**config.mk**
```make
export PLATFORM = sky130hd
export DESIGN_NAME = rtcta_regs
export DESIGN_NICKNAME = d
export VERILOG_FILES = /design/src/rtcta_pkg.sv /design/src/rtcta_regs.sv /design/src/rtcta_field_step.sv
export SDC_FILE = /design/constraint.sdc
export NUM_CORES = 1
export LEC_CHECK = 0
export BUFFER_PORTS_ARGS = -buffer_cell sky130_fd_sc_hd__buf_2
export CORE_MARGIN = 5
export CORE_UTILIZATION = 69
export CTS_CLUSTER_DIAMETER = 150
export DETAILED_ROUTE_END_ITERATION = 10
export PLACE_DENSITY_LB_ADDON = 0.05
export SLEW_MARGIN = 20
export SYNTH_ARGS = -nofsm -noshare
export SYNTH_HDL_FRONTEND = slang
export SYNTH_SLANG_ARGS = --single-unit
```
**constraint.sdc**
```tcl
create_clock -name clk -period 12.99 [get_ports clk]
set_clock_uncertainty 0.1 [all_clocks]
set_input_delay 2.598 -clock clk [delete_from_list [all_inputs] [get_ports clk]]
set_output_delay 2.598 -clock clk [all_outputs]
set_load 0.02 [all_outputs]
```
**src/rtcta_pkg.sv**
```systemverilog
/*
 * Package for the calendar clock and alarm register block: register
 * offsets, field positions, reset values, counting limits and the
 * coding helpers shared by the counter and its field stepper.
 * Assumes registers are 16 bits wide and addressed by an 8-bit index.
 */
package rtcta_pkg;

   // ===================================================================
   // Register offsets
   localparam logic [7:0] RTCTA_OFS_SECMIN  = 8'h10; // Seconds/minutes
   localparam logic [7:0] RTCTA_OFS_HRSDAY  = 8'h11; // Hours/weekday
   localparam logic [7:0] RTCTA_OFS_DATMON  = 8'h12; // Date/month
   localparam logic [7:0] RTCTA_OFS_YEAR    = 8'h13; // Century/year
   localparam logic [7:0] RTCTA_OFS_WSECMIN = 8'h14; // Alarm sec/min
   localparam logic [7:0] RTCTA_OFS_WHRSDAY = 8'h15; // Alarm hrs/day
   localparam logic [7:0] RTCTA_OFS_WDATMON = 8'h16; // Alarm date/month
   localparam logic [7:0] RTCTA_OFS_CTRL    = 8'h17; // Time control

   // ===================================================================
   // Field positions
   localparam int RTCTA_POS_SEC      = 0;
   localparam int RTCTA_POS_MIN      = 8;
   localparam int RTCTA_POS_HRS      = 0;
   localparam int RTCTA_POS_PM       = 5;
   localparam int RTCTA_POS_DAY      = 8;
   localparam int RTCTA_POS_DATE     = 0;
   localparam int RTCTA_POS_MON      = 8;
   localparam int RTCTA_POS_YR       = 0;
   localparam int RTCTA_POS_CENT     = 8;
   localparam int RTCTA_POS_BCD      = 15;
   localparam int RTCTA_POS_12H      = 14;
   localparam int RTCTA_POS_STOP     = 11;
   localparam int RTCTA_POS_STOPSTS  = 10;
   localparam int RTCTA_POS_WHALT    = 9;
   localparam int RTCTA_POS_WHALTSTS = 8;

   // ===================================================================
   // Reset values
   localparam logic [6:0] RTCTA_RST_SEC   = 7'h00;
   localparam logic [6:0] RTCTA_RST_MIN   = 7'h00;
   localparam logic [4:0] RTCTA_RST_HRS   = 5'h00;
   localparam logic [2:0] RTCTA_RST_DAY   = 3'h1;
   localparam logic [5:0] RTCTA_RST_DATE  = 6'h01;
   localparam logic [4:0] RTCTA_RST_MON   = 5'h01;
   localparam logic [7:0] RTCTA_RST_YR    = 8'h00;
   localparam logic [5:0] RTCTA_CENTURY   = 6'h14;  // Decimal twenty
   localparam logic [3:0] RTCTA_RST_WDAY  = 4'h0;
   localparam logic [5:0] RTCTA_RST_WDATE = 6'h00;
   localparam logic [4:0] RTCTA_RST_WMON  = 5'h00;
   localparam logic       RTCTA_RST_WHALT = 1'b1;   // Alarms start stopped

   // ===================================================================
   // Counting limits, binary
   localparam logic [7:0] RTCTA_SEC_MAX  = 8'h3B;   // 59
   localparam logic [7:0] RTCTA_HR24_MAX = 8'h17;   // 23
   localparam logic [7:0] RTCTA_HR12_MAX = 8'h0C;   // 12
   localparam logic [7:0] RTCTA_HR12_EVE = 8'h0B;   // 11, PM flips after
   localparam logic [7:0] RTCTA_DAY_MAX  = 8'h07;
   localparam logic [7:0] RTCTA_MON_MAX  = 8'h0C;
   localparam logic [7:0] RTCTA_YR_MAX   = 8'h63;   // 99
   localparam logic [7:0] RTCTA_ZERO     = 8'h00;
   localparam logic [7:0] RTCTA_ONE      = 8'h01;

   // ===================================================================
   // Coding helpers
   // Two BCD digits to binary
   function automatic logic [7:0] code2bin(input logic [7:0] v);
      code2bin = 8'(v[7:4] * 8'h0A) + {4'h0, v[3:0]};
   endfunction : code2bin

   // Binary to the selected coding
   function automatic logic [7:0] bin2code(input logic [7:0] b,
                                           input logic       bcd);
      bin2code = bcd ? {4'(b / 8'h0A), 4'(b % 8'h0A)} : b;
   endfunction : bin2code

   // Length of a month; the century is fixed so every fourth year leaps
   function automatic logic [7:0] days_in_month(input logic [7:0] m,
                                                input logic [7:0] y);
      case (m)
         8'h02:   days_in_month = (y[1:0] == 2'h0) ? 8'h1D : 8'h1C;
         8'h04,
         8'h06,
         8'h09,
         8'h0B:   days_in_month = 8'h1E;
         default: days_in_month = 8'h1F;
      endcase
   endfunction : days_in_month

endpackage : rtcta_pkg

```
**src/rtcta_regs.sv**
```systemverilog
/*
 * Calendar clock with alarm compare and its host register set:
 * time-of-day and date counters, alarm fields with don't-care
 * matching, and the time control register.
 * Assumes second_tick is a one-cycle pulse per second made from the
 * 32.768 kHz domain and already synchronous to clk, and that the
 * serial control interface presents single-cycle register strobes.
 */
// Notes on behaviour
// - Seconds in bits 6:0, 0-59, reset zero
// - Minutes in bits 14:8, 0-59, reset zero
// - Weekday bits 10:8, 1-7, Sunday one, reset one
// - Hours bits 4:0, 0-23 or 1-12, reset zero
// - Bit 5 flags PM in 12-hour mode
// - Month bits 12:8, 1-12, reset one
// - Day of month bits 5:0, 1-31, reset one
// - Century bits 13:8 fixed at twenty
// - Year bits 7:0, 0-99, reset zero
// - Alarm minutes; all ones always matches
// - Alarm seconds; all ones always matches
// - Alarm weekday four bits; all ones ignored
// - Alarm hours with PM flag; all ones ignored
// - Alarm month; all ones always matches
// - Alarm date; all ones always matches
// - Coding bit: zero binary, one BCD
// - Format bit: one 12-hour, zero 24-hour
// - Stop bit halts seconds; status reports it
// - Alarm stop bit and status, reset stopped
`timescale 1ns/1ns
module rtcta_regs (
   input  wire logic        clk,
   input  wire logic        sys_rst,
   input  wire logic        second_tick,
   input  wire logic [7:0]  reg_addr,
   input  wire logic [15:0] reg_wdata,
   input  wire logic        reg_wr,
   input  wire logic        reg_rd,
   output logic      [15:0] reg_rdata,
   output logic             reg_rvalid,
   output logic             alarm_event
);
   import rtcta_pkg::*;

   // ===================================================================
   // Storage
   logic [6:0] now_seconds;           // Current seconds
   logic [6:0] now_minutes;           // Current minutes
   logic [4:0] now_hours;             // Current hours
   logic       now_pm_flag;           // PM flag, or BCD tens bit in 24h
   logic [2:0] now_weekday;           // Day of week
   logic [5:0] now_day_of_month;      // Date
   logic [4:0] now_month;             // Month
   logic [7:0] now_year_in_century;   // Year within century
   logic [6:0] wake_seconds;          // Alarm seconds
   logic [6:0] wake_minutes;          // Alarm minutes
   logic [4:0] wake_hours;            // Alarm hours
   logic       wake_pm_flag;          // Alarm PM flag
   logic [3:0] wake_weekday;          // Alarm weekday
   logic [5:0] wake_day_of_month;     // Alarm date
   logic [4:0] wake_month;            // Alarm month
   logic       bcd_select;            // Coding of all time fields
   logic       twelve_hour_select;    // Clock format
   logic       counter_stop;          // Host request to stop counting
   logic       counter_halted_status; // Counter actually stopped
   logic       wake_halt;             // Host request to stop alarms
   logic       wake_halted_status;    // Alarm circuit actually stopped
   logic       match_seen;            // Match state last cycle

   // ===================================================================
   // Register write decode
   wire wr_secmin  = reg_wr & (reg_addr == RTCTA_OFS_SECMIN);
   wire wr_hrsday  = reg_wr & (reg_addr == RTCTA_OFS_HRSDAY);
   wire wr_datmon  = reg_wr & (reg_addr == RTCTA_OFS_DATMON);
   wire wr_year    = reg_wr & (reg_addr == RTCTA_OFS_YEAR);
   wire wr_wsecmin = reg_wr & (reg_addr == RTCTA_OFS_WSECMIN);
   wire wr_whrsday = reg_wr & (reg_addr == RTCTA_OFS_WHRSDAY);
   wire wr_wdatmon = reg_wr & (reg_addr == RTCTA_OFS_WDATMON);
   wire wr_ctrl    = reg_wr & (reg_addr == RTCTA_OFS_CTRL);

   // ===================================================================
   // Carry chain
   // Counting follows the actual halt state, not the raw request
   wire adv_sec = second_tick & ~counter_halted_status;
   wire sec_wrap;
   wire min_wrap;
   wire hr_wrap;
   wire date_wrap;
   wire mon_wrap;
   wire adv_min  = adv_sec & sec_wrap;
   wire adv_hr   = adv_min & min_wrap;
   wire adv_date = adv_hr & hr_wrap;
   wire adv_mon  = adv_date & date_wrap;
   wire adv_yr   = adv_mon & mon_wrap;

   wire [7:0] sec_nxt;
   wire [7:0] min_nxt;
   wire [7:0] date_nxt;
   wire [7:0] mon_nxt;
   wire [7:0] yr_nxt;
   wire [7:0] day_nxt;

   // Month length needs month and year in binary
   wire [7:0] mon_bin  = bcd_select ? code2bin({3'h0, now_month})
                                    : {3'h0, now_month};
   wire [7:0] yr_bin   = bcd_select ? code2bin(now_year_in_century)
                                    : now_year_in_century;
   wire [7:0] date_max = days_in_month(mon_bin, yr_bin);

   // ===================================================================
   // Field steppers
   rtcta_field_step u_sec (
      .val ({1'b0, now_seconds}), .lo (RTCTA_ZERO), .hi (RTCTA_SEC_MAX),
      .bcd (bcd_select), .nxt (sec_nxt), .wrap (sec_wrap));
   rtcta_field_step u_min (
      .val ({1'b0, now_minutes}), .lo (RTCTA_ZERO), .hi (RTCTA_SEC_MAX),
      .bcd (bcd_select), .nxt (min_nxt), .wrap (min_wrap));
   rtcta_field_step u_date (
      .val ({2'h0, now_day_of_month}), .lo (RTCTA_ONE), .hi (date_max),
      .bcd (bcd_select), .nxt (date_nxt), .wrap (date_wrap));
   rtcta_field_step u_mon (
      .val ({3'h0, now_month}), .lo (RTCTA_ONE), .hi (RTCTA_MON_MAX),
      .bcd (bcd_select), .nxt (mon_nxt), .wrap (mon_wrap));
   rtcta_field_step u_yr (
      .val (now_year_in_century), .lo (RTCTA_ZERO), .hi (RTCTA_YR_MAX),
      .bcd (bcd_select), .nxt (yr_nxt), .wrap ());
   // Weekday digits are the same in both codings; its wrap is not needed
   rtcta_field_step u_day (
      .val ({5'h00, now_weekday}), .lo (RTCTA_ONE), .hi (RTCTA_DAY_MAX),
      .bcd (1'b0), .nxt (day_nxt), .wrap ());

   // ===================================================================
   // Hours step
   // In 24-hour mode bit 5 is the top of the hour code, which stays
   // zero in binary and carries the tens bit for BCD 20 to 23
   wire [7:0] hr_code = twelve_hour_select ? {3'h0, now_hours}
                                           : {2'h0, now_pm_flag, now_hours};
   wire [7:0] hr_bin  = bcd_select ? code2bin(hr_code) : hr_code;
   logic [7:0] next_hr_bin;   // Next hour, binary
   logic       next_pm;       // Next PM flag in 12-hour mode

   always_comb begin
      next_hr_bin = 8'(hr_bin + 8'h01);
      next_pm     = now_pm_flag;
      if (!twelve_hour_select) begin
         // 23 rolls to 0 and carries into the date
         if (hr_bin >= RTCTA_HR24_MAX) begin
            next_hr_bin = RTCTA_ZERO;
         end
      end else if (hr_bin == RTCTA_HR12_EVE) begin
         // 11 to 12 flips AM and PM
         next_pm = ~now_pm_flag;
      end else if (hr_bin >= RTCTA_HR12_MAX) begin
         // 12 rolls to 1 with no flag change
         next_hr_bin = RTCTA_ONE;
      end
   end

   // Date advances at midnight in either format
   assign hr_wrap = twelve_hour_select
                    ? ((hr_bin == RTCTA_HR12_EVE) & now_pm_flag)
                    : (hr_bin >= RTCTA_HR24_MAX);
   wire [7:0] hr_nxt = bin2code(next_hr_bin, bcd_select);

   // ===================================================================
   // Seconds and minutes
   // A host write wins over the tick for the register it targets
   always_ff @(posedge clk or posedge sys_rst) begin
      if (sys_rst) begin
         now_seconds <= RTCTA_RST_SEC;
         now_minutes <= RTCTA_RST_MIN;
      end else if (wr_secmin) begin
         now_seconds <= reg_wdata[RTCTA_POS_SEC +: 7];
         now_minutes <= reg_wdata[RTCTA_POS_MIN +: 7];
      end else begin
         if (adv_sec) begin
            now_seconds <= sec_nxt[6:0];
         end
         if (adv_min) begin
            now_minutes <= min_nxt[6:0];
         end
      end
   end

   // ===================================================================
   // Hours and weekday
   always_ff @(posedge clk or posedge sys_rst) begin
      if (sys_rst) begin
         now_hours   <= RTCTA_RST_HRS;
         now_pm_flag <= 1'b0;
         now_weekday <= RTCTA_RST_DAY;
      end else if (wr_hrsday) begin
         now_hours   <= reg_wdata[RTCTA_POS_HRS +: 5];
         // Binary 24-hour never needs bit 5
         now_pm_flag <= reg_wdata[RTCTA_POS_PM]
                        & (twelve_hour_select | bcd_select);
         now_weekday <= reg_wdata[RTCTA_POS_DAY +: 3];
      end else begin
         if (adv_hr) begin
            now_hours   <= hr_nxt[4:0];
            now_pm_flag <= twelve_hour_select ? next_pm : hr_nxt[5];
         end else if (!twelve_hour_select && !bcd_select) begin
            now_pm_flag <= 1'b0;
         end
         if (adv_date) begin
            now_weekday <= day_nxt[2:0];
         end
      end
   end

   // ===================================================================
   // Date, month and year
   always_ff @(posedge clk or posedge sys_rst) begin
      if (sys_rst) begin
         now_day_of_month    <= RTCTA_RST_DATE;
         now_month           <= RTCTA_RST_MON;
         now_year_in_century <= RTCTA_RST_YR;
      end else begin
         if (wr_datmon) begin
            now_day_of_month <= reg_wdata[RTCTA_POS_DATE +: 6];
            now_month        <= reg_wdata[RTCTA_POS_MON +: 5];
         end else begin
            if (adv_date) begin
               now_day_of_month <= date_nxt[5:0];
            end
            if (adv_mon) begin
               now_month <= mon_nxt[4:0];
            end
         end
         // Only the year part of its register is writable
         if (wr_year) begin
            now_year_in_century <= reg_wdata[RTCTA_POS_YR +: 8];
         end else if (adv_yr) begin
            now_year_in_century <= yr_nxt;
         end
      end
   end

   // ===================================================================
   // Alarm fields
   always_ff @(posedge clk or posedge sys_rst) begin
      if (sys_rst) begin
         wake_seconds      <= RTCTA_RST_SEC;
         wake_minutes      <= RTCTA_RST_MIN;
         wake_hours        <= RTCTA_RST_HRS;
         wake_pm_flag      <= 1'b0;
         wake_weekday      <= RTCTA_RST_WDAY;
         wake_day_of_month <= RTCTA_RST_WDATE;
         wake_month        <= RTCTA_RST_WMON;
      end else begin
         if (wr_wsecmin) begin
            wake_seconds <= reg_wdata[RTCTA_POS_SEC +: 7];
            wake_minutes <= reg_wdata[RTCTA_POS_MIN +: 7];
         end
         // PM flag stored as written; the host owns its 24-hour value
         if (wr_whrsday) begin
            wake_hours   <= reg_wdata[RTCTA_POS_HRS +: 5];
            wake_pm_flag <= reg_wdata[RTCTA_POS_PM];
            wake_weekday <= reg_wdata[RTCTA_POS_DAY +: 4];
         end
         if (wr_wdatmon) begin
            wake_day_of_month <= reg_wdata[RTCTA_POS_DATE +: 6];
            wake_month        <= reg_wdata[RTCTA_POS_MON +: 5];
         end
      end
   end

   // ===================================================================
   // Time control
   // Status bits trail their requests by one cycle so software can
   // poll for the moment the circuit has really stopped
   always_ff @(posedge clk or posedge sys_rst) begin
      if (sys_rst) begin
         bcd_select            <= 1'b0;
         twelve_hour_select    <= 1'b0;
         counter_stop          <= 1'b0;
         counter_halted_status <= 1'b0;
         wake_halt             <= RTCTA_RST_WHALT;
         wake_halted_status    <= RTCTA_RST_WHALT;
      end else begin
         if (wr_ctrl) begin
            bcd_select         <= reg_wdata[RTCTA_POS_BCD];
            twelve_hour_select <= reg_wdata[RTCTA_POS_12H];
            counter_stop       <= reg_wdata[RTCTA_POS_STOP];
            wake_halt          <= reg_wdata[RTCTA_POS_WHALT];
         end
         counter_halted_status <= counter_stop;
         wake_halted_status    <= wake_halt;
      end
   end

   // ===================================================================
   // Alarm compare
   // An all-ones field is a wildcard for its comparison
   wire m_sec  = (&wake_seconds) | (wake_seconds == now_seconds);
   wire m_min  = (&wake_minutes) | (wake_minutes == now_minutes);
   wire m_day  = (&wake_weekday)
                 | (wake_weekday == {1'b0, now_weekday});
   wire m_date = (&wake_day_of_month)
                 | (wake_day_of_month == now_day_of_month);
   wire m_mon  = (&wake_month) | (wake_month == now_month);
   // PM flag takes part in every mode; in 24-hour mode it must follow
   // the host's rule so that it equals the stored bit 5
   wire m_hr   = (&wake_hours)
                 | ((wake_hours == now_hours)
                    & (wake_pm_flag == now_pm_flag));
   wire all_match = m_sec & m_min & m_hr & m_day & m_date & m_mon;

   // One pulse per new match; a match held over a second fires once.
   // Rewriting alarm fields with alarms running may fire falsely.
   always_ff @(posedge clk or posedge sys_rst) begin
      if (sys_rst) begin
         match_seen  <= 1'b0;
         alarm_event <= 1'b0;
      end else begin
         match_seen  <= all_match;
         alarm_event <= all_match & ~match_seen
                        & ~wake_halted_status;
      end
   end

   // ===================================================================
   // Read path
   logic [15:0] rd_mux;   // Selected register image
   // Century is a constant, only its coding follows the select bit
   wire [7:0] cent_code = bin2code({2'h0, RTCTA_CENTURY}, bcd_select);

   always_comb begin
      rd_mux = 16'h0000;
      case (reg_addr)
         RTCTA_OFS_SECMIN:  rd_mux = {1'b0, now_minutes, 1'b0, now_seconds};
         RTCTA_OFS_HRSDAY:  rd_mux = {5'h00, now_weekday, 2'h0,
                                      now_pm_flag, now_hours};
         RTCTA_OFS_DATMON:  rd_mux = {3'h0, now_month, 2'h0, now_day_of_month};
         // Century reads as twenty in the current coding
         RTCTA_OFS_YEAR:    rd_mux = {2'h0, cent_code[5:0], now_year_in_century};
         RTCTA_OFS_WSECMIN: rd_mux = {1'b0, wake_minutes, 1'b0, wake_seconds};
         RTCTA_OFS_WHRSDAY: rd_mux = {4'h0, wake_weekday, 2'h0,
                                      wake_pm_flag, wake_hours};
         RTCTA_OFS_WDATMON: rd_mux = {3'h0, wake_month, 2'h0, wake_day_of_month};
         RTCTA_OFS_CTRL:    rd_mux = {bcd_select, twelve_hour_select, 2'h0,
                                      counter_stop, counter_halted_status,
                                      wake_halt, wake_halted_status, 8'h00};
         default:           rd_mux = 16'h0000;   // Unmapped reads zero
      endcase
   end

   // Read data is registered and held until the next read
   always_ff @(posedge clk or posedge sys_rst) begin
      if (sys_rst) begin
         reg_rdata  <= 16'h0000;
         reg_rvalid <= 1'b0;
      end else begin
         reg_rvalid <= reg_rd;
         if (reg_rd) begin
            reg_rdata <= rd_mux;
         end
      end
   end

endmodule : rtcta_regs

```
**src/rtcta_field_step.sv**
```systemverilog
/*
 * One calendar field advanced by one step, wrapping from its upper
 * limit to its lower limit, in binary or BCD coding.
 * Assumes limits are given in binary and the field value in the
 * selected coding, zero-padded to eight bits.
 */
`timescale 1ns/1ns
module rtcta_field_step (
   input  wire logic [7:0] val,
   input  wire logic [7:0] lo,
   input  wire logic [7:0] hi,
   input  wire logic       bcd,
   output logic      [7:0] nxt,
   output logic            wrap
);
   import rtcta_pkg::*;

   logic [7:0] cur_bin;   // Field value in binary

   // ===================================================================
   // Step
   assign cur_bin = bcd ? code2bin(val) : val;
   // At or above the limit wraps, so a bad host value self-corrects
   assign wrap = (cur_bin >= hi);
   assign nxt  = wrap ? bin2code(lo, bcd)
                      : bin2code(8'(cur_bin + 8'h01), bcd);

endmodule : rtcta_field_step

```
==> impl_metrics.ini <==
[clock_network]
clk_path_buf_depth = 2
cts.sinks = 102
cts_tree = yes
post_cts_buffers = 0
clk_latency_ns = 0.34
path_clk_slew_ns = 0.07
clockRootBuffer = clkbuf_16
cts_resized = 0
h-tree-depth = 3
cts_buffers = 9
hold_buffers = 0

[global_route]
grt.overflow.total = 0
grt_start_max_net_pins = 83
grt_antenna_before_repair = 0
grt_pass1_wl_um = 48500
grtUsageTotal_pct = 32.8
grt_pass1_vias = 9558

[sta]
fin_crit_sh_pct = 46.7
timing_hold_violations_final = 0
fmax_ghz = 0.165
tightest_slew_ns = 1.04
grt_setup_unrepaired = false
finalSetupViolCount = 0
slew_headroom_pct = 29.8
finalSetupTns_ns = 0
slew_viol_final = 0
post-route-min-period_ns = 6.06
setup_slack_ns = 6.93

[route]
first_pass_iters = 6
via_per_inst = 6.97
avgRoutedWirePerCell_um = 20.0
drt-total-wl_um = 29300
drtIter0Drc = 1027
drc = 0
antenna_left = 0
dr_total_vias = 10176

[setup_path]
start_kind = flip-flop
crit_fanout = 63
cp.required_ns = 13.11
end_kind = flip-flop
rr_endpoint = now_year_in_century[3]$_DFFE_PP0P_
rr_worst_depth = 15
critPathKind = flip-flop to flip-flop
r2r_slack_ns = 6.93
worstPathArrival_ns = 6.19
r2r-start = bcd_select$_DFFE_PP0P_

[finish]
layout_commonest_cell = nor2_1
finalNetCount = 1364
mostFrequentLayoutCells = nor2_1, nand2_1, dfrtp_1
drive_gt1_share_pct = 13.1
antennaDiodeCount = 0
syn2layout_area_growth_pct = 5.34

[hold_path]
hp-class = flip-flop to flip-flop
min_from = wake_halt$_DFFE_PP1P_
min_to = wake_halted_status$_DFF_PP1_
hold_depth = 0

[place]
pre_cts_ws_ns = 6.93
gp_congestion = 0.951
hpwl_um = 22000
port_buffers = 46

[yosys]
synth_cell_types = 99
ys_warn_count = 0
syn_avg_cell_area_um2 = 8.32
synth_edf_count = 0
synth_nets = 1360
synth_cells = 1263
ys_async_sr_fraction_pct = 100
ys.flop_type = dfrtp_1
ys_ff_latch = 102
synth.yosys.seq_area_share_pct = 24.4
syn-cell-area_um2 = 10500

[power]
leakage_nw = 4.73
powerDensity_nw_per_um2 = 137
ir_drop_uv = 78.1

[job]
cap_violations = 0

[die]
die-area_um2 = 17800
die_w_um = 133
die_y_um = 133
initial_core_util_pct = 69.6
fp.coreArea_um2 = 15100
placementRows = 45
pin_count = 47

[outcome]
status = completed
worst max-delay path, cell delays in order, from the launching register on:
cell and delay (ns):
dfrtp_4 0.77, buf_4 0.61, inv_1 0.46, buf_4 0.37, o31a_1 0.47, nor4_1 0.54, nor2_1 0.19, ha_1 0.27
a211oi_2 0.37, nor3_1 0.13, or3_4 0.42, a32oi_1 0.25, and3_1 0.38, nor2_1 0.08, a221oi_1 0.35, o21ai_1 0.10
cell usage after synthesis (26+ instances only):
cell / instances / area (µm²)
a21oi_1: 76 / 380
nand3_1: 39 / 195
a22oi_1: 28 / 210
o21ai_0: 61 / 305
mux2i_1: 26 / 260
nor3_1: 28 / 140
dfrtp_1: 97 / 2430
inv_1: 51 / 191
mux2_2: 51 / 574
nor2_1: 116 / 435
nand2_1: 101 / 379
xnor2_1: 46 / 403
clkbuf_1: 33 / 124
xor2_1: 28 / 245
ha_1: 62 / 776
cells by family (layout without fill, tap and decap cells):
group / after synthesis / count (layout) / synth area share, %
xor+xnor: 77 / 77 / 6.63
buf+inv: 111 / 120 / 4.62
mux: 78 / 78 / 8.16
flops: 102 / 102 / 24.4
compound gates: 393 / 393 / 26.8
fa+ha+maj: 74 / 74 / 9.10
simple gates: 428 / 428 / 20.4
per-stage QoR:
step                hold WS, ns  cell area, µm²  util (%)  instances  power (mW)
floorplan                 0.259           10500         -       1263        1.04
global placement          0.268           10700      71.1       1444        1.19
detailed placement        0.268           10700      71.1       1444        1.21
CTS                       0.279           11100      73.3       1460        1.51
global route              0.281           11100      73.3       1460        1.63
finish                    0.280           11100      73.3       1460        1.52
registers in the layout, summed over array words and instances, names as in the netlist, 3 cells and up:
name	count
now_weekday	3
reg_rdata	16
wake_day_of_month	6
now_day_of_month	6
wake_hours	5
now_hours	5
wake_seconds	7
now_year_in_century	8
wake_month	5
now_minutes	7
wake_minutes	7
now_month	5
now_seconds	7
wake_weekday	4
per-layer routing:
layer  up-vias  global-route usage (%)  part of all wire, %
met2       459                    53.7                   47
met4         0                    13.0                  3.7
met5         -                       0                    0
met1      4863                    44.2                   42
met3        88                    4.38                  6.5
li1       4766                       -                    -
report_power, final:
part	internal, mW	switching (mW)
registers	0.353	0.0921
clock network	0.175	0.117
logic	0.314	0.465
layout make-up:
cell class,instances,area (µm²)
Sequential cell,102,2560
Fill cell,1223,4020
Tap cell,188,235
Clock inverter,5,81.3
Multi-Input combinational cell,1050,7470
Clock buffer,11,243
Timing Repair Buffer,52,279
Inverter,52,198
worst max-delay path by stage:
stage,start,endpoint
global placement,reg_addr[5],now_year_in_century[2]$_DFFE_PP0P_
floorplan,sys_rst,alarm_event$_DFF_PP0_
detailed placement,reg_addr[5],now_year_in_century[2]$_DFFE_PP0P_
finish,bcd_select$_DFFE_PP0P_,now_year_in_century[3]$_DFFE_PP0P_
global route,bcd_select$_DFFE_PP0P_,now_year_in_century[3]$_DFFE_PP0P_
CTS,bcd_select$_DFFE_PP0P_,now_year_in_century[3]$_DFFE_PP0P_
Note: power is estimated with default switching activity, not from simulation.
